### config.mk
export PLATFORM = sky130hd
export DESIGN_NAME = plc_top
export DESIGN_NICKNAME = d
export VERILOG_FILES = /design/src/hw/plc_pkg.sv /design/src/hw/plc_sync_if.sv /design/src/hw/plc_lock_sync.sv /design/src/hw/plc_top.sv
export SDC_FILE = /design/constraint.sdc
export NUM_CORES = 1
export LEC_CHECK = 0
export BUFFER_PORTS_ARGS = -buffer_cell sky130_fd_sc_hd__buf_2
export CAP_MARGIN = 20
export CELL_PAD_IN_SITES_DETAIL_PLACEMENT = 1
export CELL_PAD_IN_SITES_GLOBAL_PLACEMENT = 2
export CORE_MARGIN = 1
export CORE_UTILIZATION = 30
export DETAILED_ROUTE_END_ITERATION = 12
export PLACE_DENSITY = 0.75
export SETUP_SLACK_MARGIN = 0.2
export SYNTH_ARGS = -nofsm -noshare
export SYNTH_HDL_FRONTEND = slang
export SYNTH_SLANG_ARGS = --single-unit
export TNS_END_PERCENT = 5
### constraint.sdc
create_clock -name clk -period 1.12 [get_ports clk]
set_input_delay 0.112 -clock clk [delete_from_list [all_inputs] [get_ports clk]]
set_output_delay 0.112 -clock clk [all_outputs]
set_load 0.02 [all_outputs]
### src/hw/plc_pkg.sv
// ----------------------------------------
// loop control constants
// ----------------------------------------
package plc_pkg;

   // register bus shape
   localparam int unsigned ADDR_W = 2;
   localparam int unsigned DATA_W = 8;

   // ----------------------------------------
   // register offsets
   // ----------------------------------------
   localparam logic [1:0] OFS_LOOP_CTRL  = 2'h0;
   localparam logic [1:0] OFS_LOOP_BW    = 2'h1;
   localparam logic [1:0] OFS_BREAK_CTRL = 2'h2;

   // loop_control_register fields
   localparam int unsigned CTL_IRQ_EN_BIT = 7;
   localparam int unsigned CTL_FLAG_BIT   = 6;
   localparam int unsigned CTL_PWR_BIT    = 5;
   localparam int unsigned CTL_BCS_BIT    = 4;
   localparam logic [3:0]  CTL_UNUSED_VAL = 4'hF;

   // loop_bandwidth_register fields
   localparam int unsigned BW_AUTO_BIT    = 7;
   localparam int unsigned BW_LOCK_BIT    = 6;
   localparam int unsigned BW_TRK_BIT     = 5;

   // break_flag_control_register fields
   localparam int unsigned BRK_CLR_EN_BIT = 7;

   // ----------------------------------------
   // values after reset
   // ----------------------------------------
   localparam logic RST_IRQ_EN    = 1'b0;
   localparam logic RST_FLAG      = 1'b0;
   localparam logic RST_PWR       = 1'b1;
   localparam logic RST_BCS       = 1'b0;
   localparam logic RST_AUTO      = 1'b0;
   localparam logic RST_MAN_TRK   = 1'b0;
   localparam logic RST_CLR_EN    = 1'b0;
   localparam logic [7:0] RST_RDATA = 8'h00;

   // synchroniser depth for pin inputs
   localparam int unsigned SYNC_STAGES = 3;

   // operating modes of the clock generator
   typedef enum logic [1:0] {
      MODE_RUN,
      MODE_WAIT,
      MODE_STOP
   } plc_mode_e;

endpackage

### src/hw/plc_sync_if.sv
`timescale 1ns/1ps
// ----------------------------------------
// synchronised loop status
// ----------------------------------------
interface plc_sync_if;
   logic lock_level;    // filtered lock indicator
   logic lock_change;   // one-cycle pulse on any lock edge
   logic trk_level;     // filtered tracking indicator

   modport src (output lock_level, output lock_change, output trk_level);
   modport dst (input lock_level, input lock_change, input trk_level);
endinterface

### src/hw/plc_lock_sync.sv
`timescale 1ns/1ps
// ----------------------------------------
// lock and tracking status synchroniser
// ----------------------------------------
module plc_lock_sync (
   // clock and reset
   input  wire logic  clk,
   input  wire logic  nrst,
   // raw analog status
   input  wire logic  lock_raw,
   input  wire logic  trk_raw,
   // filtered status
   plc_sync_if.src    sync
);

   logic [2:0] lock_ff_r, lock_ff_nxt;
   logic [2:0] trk_ff_r,  trk_ff_nxt;
   logic       lock_r,    lock_nxt;
   logic       trk_r,     trk_nxt;
   logic       chg_r,     chg_nxt;

   // shift chains; stage 0 is read only by stage 1
   always_comb begin
      lock_ff_nxt = {lock_ff_r[1:0], lock_raw};
      trk_ff_nxt  = {trk_ff_r[1:0], trk_raw};
      lock_nxt    = lock_r;
      trk_nxt     = trk_r;
      chg_nxt     = 1'b0;
      if (lock_ff_r[1] == lock_ff_r[2] && lock_ff_r[2] != lock_r) begin
         lock_nxt = lock_ff_r[2];
         chg_nxt  = 1'b1;
      end
      if (trk_ff_r[1] == trk_ff_r[2]) begin
         trk_nxt = trk_ff_r[2];
      end
   end

   // registers only
   always_ff @(posedge clk or negedge nrst) begin
      if (!nrst) begin
         lock_ff_r <= 3'h0;
         trk_ff_r  <= 3'h0;
         lock_r    <= 1'b0;
         trk_r     <= 1'b0;
         chg_r     <= 1'b0;
      end else begin
         lock_ff_r <= lock_ff_nxt;
         trk_ff_r  <= trk_ff_nxt;
         lock_r    <= lock_nxt;
         trk_r     <= trk_nxt;
         chg_r     <= chg_nxt;
      end
   end

   assign sync.lock_level  = lock_r;
   assign sync.lock_change = chg_r;
   assign sync.trk_level   = trk_r;

endmodule

### src/hw/plc_top.sv
`timescale 1ns/1ps
// ----------------------------------------
// loop lock event and low-power control
// ----------------------------------------

module plc_top (
   // clock and reset
   input  wire logic        clk,
   input  wire logic        nrst,
   // register port
   input  wire logic [1:0]  addr,
   input  wire logic [7:0]  wdata,
   input  wire logic        wr_en,
   input  wire logic        rd_en,
   output logic      [7:0]  rdata,
   // loop status from analog side
   input  wire logic        lock_raw,
   input  wire logic        trk_raw,
   // cpu state
   input  wire logic        wait_req,
   input  wire logic        stop_req,
   input  wire logic        break_state,
   // clock controls and interrupt
   output logic             loop_interrupt_output,
   output logic             crystal_clock_output_en,
   output logic             base_clock_output_en,
   output logic             base_from_loop,
   output logic             loop_power_on_out,
   output logic             auto_mode_out
);

   // ----------------------------------------
   // status synchroniser
   // ----------------------------------------
   plc_sync_if sync_bus ();

   plc_lock_sync u_sync (
      .clk      (clk),
      .nrst     (nrst),
      .lock_raw (lock_raw),
      .trk_raw  (trk_raw),
      .sync     (sync_bus.src)
   );

   // ----------------------------------------
   // state declarations
   // ----------------------------------------
   logic                irq_en_r,  irq_en_nxt;
   logic                flag_r,    flag_nxt;
   logic                pwr_r,     pwr_nxt;
   logic                bcs_r,     bcs_nxt;
   logic                auto_r,    auto_nxt;
   logic                man_trk_r, man_trk_nxt;
   logic                clr_en_r,  clr_en_nxt;
   plc_pkg::plc_mode_e  mode_r,    mode_nxt;
   logic [7:0]          rdata_r,   rdata_nxt;
   logic                irq_r,     irq_nxt;
   logic                xen_r,     xen_nxt;
   logic                ben_r,     ben_nxt;

   // decoded strobes
   logic wr_ctl;
   logic wr_bw;
   logic wr_brk;
   logic rd_ctl;
   logic flag_prot;
   logic lock_vis;
   logic trk_vis;

   // ----------------------------------------
   // helpers
   // ----------------------------------------
   // address match shared by read and write decode
   function automatic logic hit(input logic [1:0] a, input logic [1:0] ofs);
      hit = (a == ofs);
   endfunction

   // register image of the control register
   function automatic logic [7:0] ctl_image(input logic ie, input logic fl,
                                             input logic pw, input logic bs);
      logic [7:0] v;
      v = {4'h0, plc_pkg::CTL_UNUSED_VAL};
      v[plc_pkg::CTL_IRQ_EN_BIT] = ie;
      v[plc_pkg::CTL_FLAG_BIT]   = fl;
      v[plc_pkg::CTL_PWR_BIT]    = pw;
      v[plc_pkg::CTL_BCS_BIT]    = bs;
      ctl_image = v;
   endfunction

   // ----------------------------------------
   // bus decode
   // ----------------------------------------
   assign wr_ctl = wr_en && hit(addr, plc_pkg::OFS_LOOP_CTRL);
   assign wr_bw  = wr_en && hit(addr, plc_pkg::OFS_LOOP_BW);
   assign wr_brk = wr_en && hit(addr, plc_pkg::OFS_BREAK_CTRL);
   assign rd_ctl = rd_en && hit(addr, plc_pkg::OFS_LOOP_CTRL);

   // flag protected in break without enable
   assign flag_prot = break_state && !clr_en_r;

   // lock indicator meaningful only in auto
   assign lock_vis = auto_r && sync_bus.lock_level;
   assign trk_vis  = auto_r && sync_bus.trk_level;

   // ----------------------------------------
   // mode tracking
   // ----------------------------------------
   // stop dominates wait; both are levels from the cpu core
   always_comb begin
      if (stop_req) begin
         mode_nxt = plc_pkg::MODE_STOP;
      end else if (wait_req) begin
         mode_nxt = plc_pkg::MODE_WAIT;
      end else begin
         mode_nxt = plc_pkg::MODE_RUN;
      end
   end

   // ----------------------------------------
   // control and status bits
   // ----------------------------------------
   always_comb begin
      irq_en_nxt  = irq_en_r;
      flag_nxt    = flag_r;
      pwr_nxt     = pwr_r;
      bcs_nxt     = bcs_r;
      auto_nxt    = auto_r;
      man_trk_nxt = man_trk_r;
      clr_en_nxt  = clr_en_r;

      // control register write
      if (wr_ctl) begin
         // irq enable ignores writes and is held clear while in manual mode
         if (auto_r) begin
            irq_en_nxt = wdata[plc_pkg::CTL_IRQ_EN_BIT];
         end
         // power cannot drop while the loop feeds the base clock
         if (!(bcs_r && !wdata[plc_pkg::CTL_PWR_BIT])) begin
            pwr_nxt = wdata[plc_pkg::CTL_PWR_BIT];
         end
         if (pwr_r || !wdata[plc_pkg::CTL_BCS_BIT]) begin
            bcs_nxt = wdata[plc_pkg::CTL_BCS_BIT];
         end
      end

      // bandwidth register write; lock is read-only, tracking is written only in manual mode
      if (wr_bw) begin
         auto_nxt = wdata[plc_pkg::BW_AUTO_BIT];
         // manual tracking value kept aside while in auto
         if (!auto_r) begin
            man_trk_nxt = wdata[plc_pkg::BW_TRK_BIT];
         end
      end

      if (wr_brk) begin
         clr_en_nxt = wdata[plc_pkg::BRK_CLR_EN_BIT];
      end

      // clear in break sticks when enabled
      if (rd_ctl && !flag_prot) begin
         flag_nxt = 1'b0;
      end
      // any lock edge in auto mode
      // set one cycle after detected edge
      // set placed after the read clear so it wins over a same-cycle clear
      if (auto_r && sync_bus.lock_change) begin
         flag_nxt = 1'b1;
      end
      // flag held clear in manual mode
      if (!auto_r) begin
         flag_nxt   = 1'b0;
         irq_en_nxt = 1'b0;
      end

      // stop drops the loop as base source
      if (mode_r == plc_pkg::MODE_STOP || stop_req) begin
         bcs_nxt = 1'b0;
      end
   end

   // ----------------------------------------
   // read data, one cycle after the strobe
   // ----------------------------------------
   // unmapped offsets read as zero
   always_comb begin
      rdata_nxt = 8'h00;
      if (rd_en) begin
         unique case (addr)
            plc_pkg::OFS_LOOP_CTRL: begin
               rdata_nxt = ctl_image(irq_en_r, flag_r, pwr_r, bcs_r);
            end
            plc_pkg::OFS_LOOP_BW: begin
               rdata_nxt[plc_pkg::BW_AUTO_BIT] = auto_r;
               rdata_nxt[plc_pkg::BW_LOCK_BIT] = lock_vis;
               rdata_nxt[plc_pkg::BW_TRK_BIT]  = auto_r ? trk_vis : man_trk_r;
            end
            plc_pkg::OFS_BREAK_CTRL: begin
               rdata_nxt[plc_pkg::BRK_CLR_EN_BIT] = clr_en_r;
            end
            default: begin
               rdata_nxt = 8'h00;
            end
         endcase
      end
   end

   // ----------------------------------------
   // clock gates and interrupt
   // ----------------------------------------
   // outputs are registered, so stop takes effect one cycle late;
   // the cpu has already halted by then, so nothing is lost
   always_comb begin
      xen_nxt = 1'b1;
      ben_nxt = 1'b1;
      irq_nxt = flag_nxt && irq_en_nxt;
      if (stop_req) begin
         xen_nxt = 1'b0;
         ben_nxt = 1'b0;
         irq_nxt = 1'b0;
      end
   end

   // ----------------------------------------
   // registers
   // ----------------------------------------
   always_ff @(posedge clk or negedge nrst) begin
      if (!nrst) begin
         irq_en_r  <= plc_pkg::RST_IRQ_EN;
         flag_r    <= plc_pkg::RST_FLAG;
         pwr_r     <= plc_pkg::RST_PWR;
         bcs_r     <= plc_pkg::RST_BCS;
         auto_r    <= plc_pkg::RST_AUTO;
         man_trk_r <= plc_pkg::RST_MAN_TRK;
         clr_en_r  <= plc_pkg::RST_CLR_EN;
         mode_r    <= plc_pkg::MODE_RUN;
         rdata_r   <= plc_pkg::RST_RDATA;
         irq_r     <= 1'b0;
         xen_r     <= 1'b1;
         ben_r     <= 1'b1;
      end else begin
         irq_en_r  <= irq_en_nxt;
         flag_r    <= flag_nxt;
         pwr_r     <= pwr_nxt;
         bcs_r     <= bcs_nxt;
         auto_r    <= auto_nxt;
         man_trk_r <= man_trk_nxt;
         clr_en_r  <= clr_en_nxt;
         mode_r    <= mode_nxt;
         rdata_r   <= rdata_nxt;
         irq_r     <= irq_nxt;
         xen_r     <= xen_nxt;
         ben_r     <= ben_nxt;
      end
   end

   // ----------------------------------------
   // outputs, all straight from flops
   // ----------------------------------------
   assign rdata                   = rdata_r;
   assign loop_interrupt_output   = irq_r;
   assign crystal_clock_output_en = xen_r;
   assign base_clock_output_en    = ben_r;
   assign base_from_loop          = bcs_r;
   assign loop_power_on_out       = pwr_r;
   assign auto_mode_out           = auto_r;

endmodule

==> impl_metrics.toml <==
[die]
rows = 20
die_area_um2 = 3459
fp.dieH_um = 58.82
start_util_pct = 31.72
fp.coreArea_um2 = 3053
io_pins = 33
die_w_um = 58.82

[synthesis]
synth-adder-area-share_pct = 2.067
yosys.area_share.simple_pct = 15.63
synth.cell_area_um2 = 968.4
synthMuxAreaShare_pct = 6.589
syn_nets = 90
synth_top_family_by_area = "simple AND/OR/NAND/NOR gates"
synthArstFlopShare_pct = 100.0
synth-edff-count = 0
synth.distinct_cells = 24
synth_xor_area_share_pct = 0
synthFlopType = "dfrtp_1"
postSynthAreaPerCell_um2 = 13.64
ys_ff_latch = 25
syn_inst = 71
ys_seq_area_share_pct = 64.86
synth_compound_area_share_pct = 5.814
ys_warn_count = 0

[worst_setup_path]
crit_path_start = "base_clock_output_en"
critPathLaunchType = "register"
slowest_delay_ps = 580
path_class = "reg2out"
cp.required_ps = 1010
r2r_start = "loop_power_on_out"
r2r_cells = 3
worst-path-stages = 1
path_max_fanout = 2
critPathBufInv = 1
cp_cell_sequence = "buf_6"
reg2reg_slack_ps = 100
critPathCapture = "base_clock_output_en"
critical_path.slowest_cell = "dfstp_2"
end_kind = "output pin"
r2r_end = "base_from_loop"
critPathArrivalTime_ps = 1010
cpLargestDelayFamily = "flip-flops"

[clock_network]
numClockSinks = 25
htreeDepth = 1
root_buffer = "clkbuf_4"
clk_pin_slew_ps = 140
cts_buffers = 3
cts_tree = "yes"
clockBufferDepth = 2
clk_latency_ps = 320

[status]
status = "finished with violations"
violations = "negative setup slack"

[timing]
fin_skew_ps = 8.043
setup_viol = 1
report.final.slew_viol_count = 0
slew_headroom_pct = 62.95
rsz0062_at_grt = "true"
finalCriticalPeriod_ps = 1120
tightest_slew_ps = 555.8
fin_crit_sh_pct = 100.0
setup_tns_ps = -0.1041
worst_slack_ps = -0.1041
hold_viol_final = 0
max_freq_mhz = 892.8

[pwr]
p_comb_share_pct = 18.0
netSwitchingPower_mw = 0.4841
power.leakage_nw = 0.6028
seqPwrFrac_pct = 59.0
swShare_pct = 27.21
ir_worst_vdd_uv = 507.7
power_density_nw_per_um2 = 1327
p_clk_share_pct = 23.0
p_int_mw = 1.295

[grt]
track_usage_pct = 12.32
grt_max_degree = 26
grt_antenna_before_repair = 0
grt_pass1_wl_um = 3132
grt_pass1_vias = 690
overflow = 0

[finish]
final_nets = 126
diodes = 0
fin_cells = 150
final_util_pct = 43.89
final_layout_size_suffix_gt1_share_pct = 47.17
area_delta_synth_final_pct = 38.37

[detailed_routing]
dr.pass1.iters = 4
wl_um = 1901
antenna_left = 0
via_per_inst = 4.293
wire_per_inst_um = 12.67
drc = 0
vias = 644
drt-initial-drc-count = 7

[run]
maxCapViolCount = 0

[worst_hold_path]
min_path_type = "in2reg"

[place]
place_hpwl_um = 1372
port_buffers = 27
place_congestion = 0.6956
place_ws_ps = 36.76
dp.cells = 140
## synth_stat cells, types with 2 or more instances
cell | n | area, µm²
mux2i_1 | 3 | 30.03
buf_4 | 4 | 30.03
nand2_1 | 2 | 7.510
mux2_2 | 3 | 33.78
dfstp_2 | 2 | 52.55
nand2b_1 | 3 | 18.77
dfrtp_1 | 23 | 575.6
nand3b_1 | 3 | 22.52
o21ai_0 | 3 | 15.01
maj3_1 | 2 | 20.02
a21oi_1 | 2 | 10.01
inv_1 | 2 | 7.510
nor2_1 | 4 | 15.01
and2_1 | 2 | 12.51
nor2b_1 | 4 | 25.02
## layout by cell type, fill, tap and decap left out, types with 2 or more instances in the layout
master | netlist | routed
nand2_1 | 2 | 2
mux2_2 | 3 | 2
buf_2 | 0 | 13
mux2i_1 | 3 | 3
nand2b_1 | 3 | 3
nor2b_1 | 4 | 4
clkbuf_4 | 0 | 3
dfstp_2 | 2 | 2
inv_1 | 2 | 2
o21ai_1 | 0 | 2
nor2_1 | 4 | 3
buf_6 | 1 | 14
dlygate4sd3_1 | 0 | 5
buf_4 | 4 | 4
dfrtp_2 | 0 | 2
nand3b_1 | 3 | 3
and2_1 | 2 | 2
dfrtp_1 | 23 | 21
## through the flow
stage / instance area (µm²) / hold WS (ps) / total power, mW
3_3_place_gp: 1151 / 117.9 / 1.306
6_report: 1340 / 22.88 / 1.779
4_1_cts: 1334 / 18.08 / 1.801
3_5_place_dp: 1151 / 137.8 / 1.317
2_1_floorplan: 979.7 / -183.6 / 1.208
5_1_grt: 1340 / 31.47 / 1.876
## worst min path at each step
stage / start / end / slack, ps / cells after the start
2_1_floorplan: nrst / auto_mode_out / -180 / 0
3_3_place_gp: nrst / rdata[4] / 120 / 1
3_5_place_dp: nrst / rdata[4] / 140 / 1
4_1_cts: rd_en / rdata[7] / 20 / 2
5_1_grt: rd_en / rdata[7] / 30 / 2
6_report: rd_en / rdata[7] / 20 / 2
## per-layer routing
metal  track usage (%)  up-vias  wire length [µm]
met2             21.27       19               961
li1                  -      306                 -
met5                 0        -                 0
met4             5.102        0                14
met1             15.31      317               857
met3             1.978        2                67
## layout make-up
class | count | area, µm²
repair buffers | 36 | 302.8
fillers | 328 | 1713
inverters | 2 | 7.507
flip-flops and latches | 25 | 630.6
multi-input cells | 39 | 314.1
clock inverters | 1 | 7.507
clock buffers | 3 | 22.52
well taps | 44 | 55.05
## cell families (layout without fill, tap and decap cells)
| logic type | count (synthesis) | after routing |
|---|---|---|
| adder cells (fa/ha/maj) | 2 | 2 |
| multiplexers | 6 | 6 |
| buffers and inverters | 7 | 42 |
| AND/OR/NAND/NOR | 23 | 23 |
| AO/OA/AOI/OAI | 8 | 8 |
| flip-flops | 25 | 25 |
## registers in the layout (all words and copies together) (netlist names), 2 cells and up
| signal | count |
|---|---|
| mode_r | 2 |
| rdata | 5 |
| u_sync.lock_ff_r | 3 |
| u_sync.trk_ff_r | 3 |
## timing repair
action,in CTS,in global routing
setup endpoints to repair,19,21
resized for setup,31,3
endpoints found under the hold margin,28,0
pin swaps,6,7
hold buffers,5,0
buffers inserted,1,0
## power groups by stage
stage / sequential, mW / combinational (mW) / clock (mW)
floorplan: 1.08 / 0.128 / 0
global placement: 1.06 / 0.245 / 0
detailed placement: 1.07 / 0.251 / 0
CTS: 1.05 / 0.317 / 0.432
global route: 1.06 / 0.349 / 0.464
finish: 1.05 / 0.320 / 0.409
No activity file was read; power rests on OpenSTA's default activity.
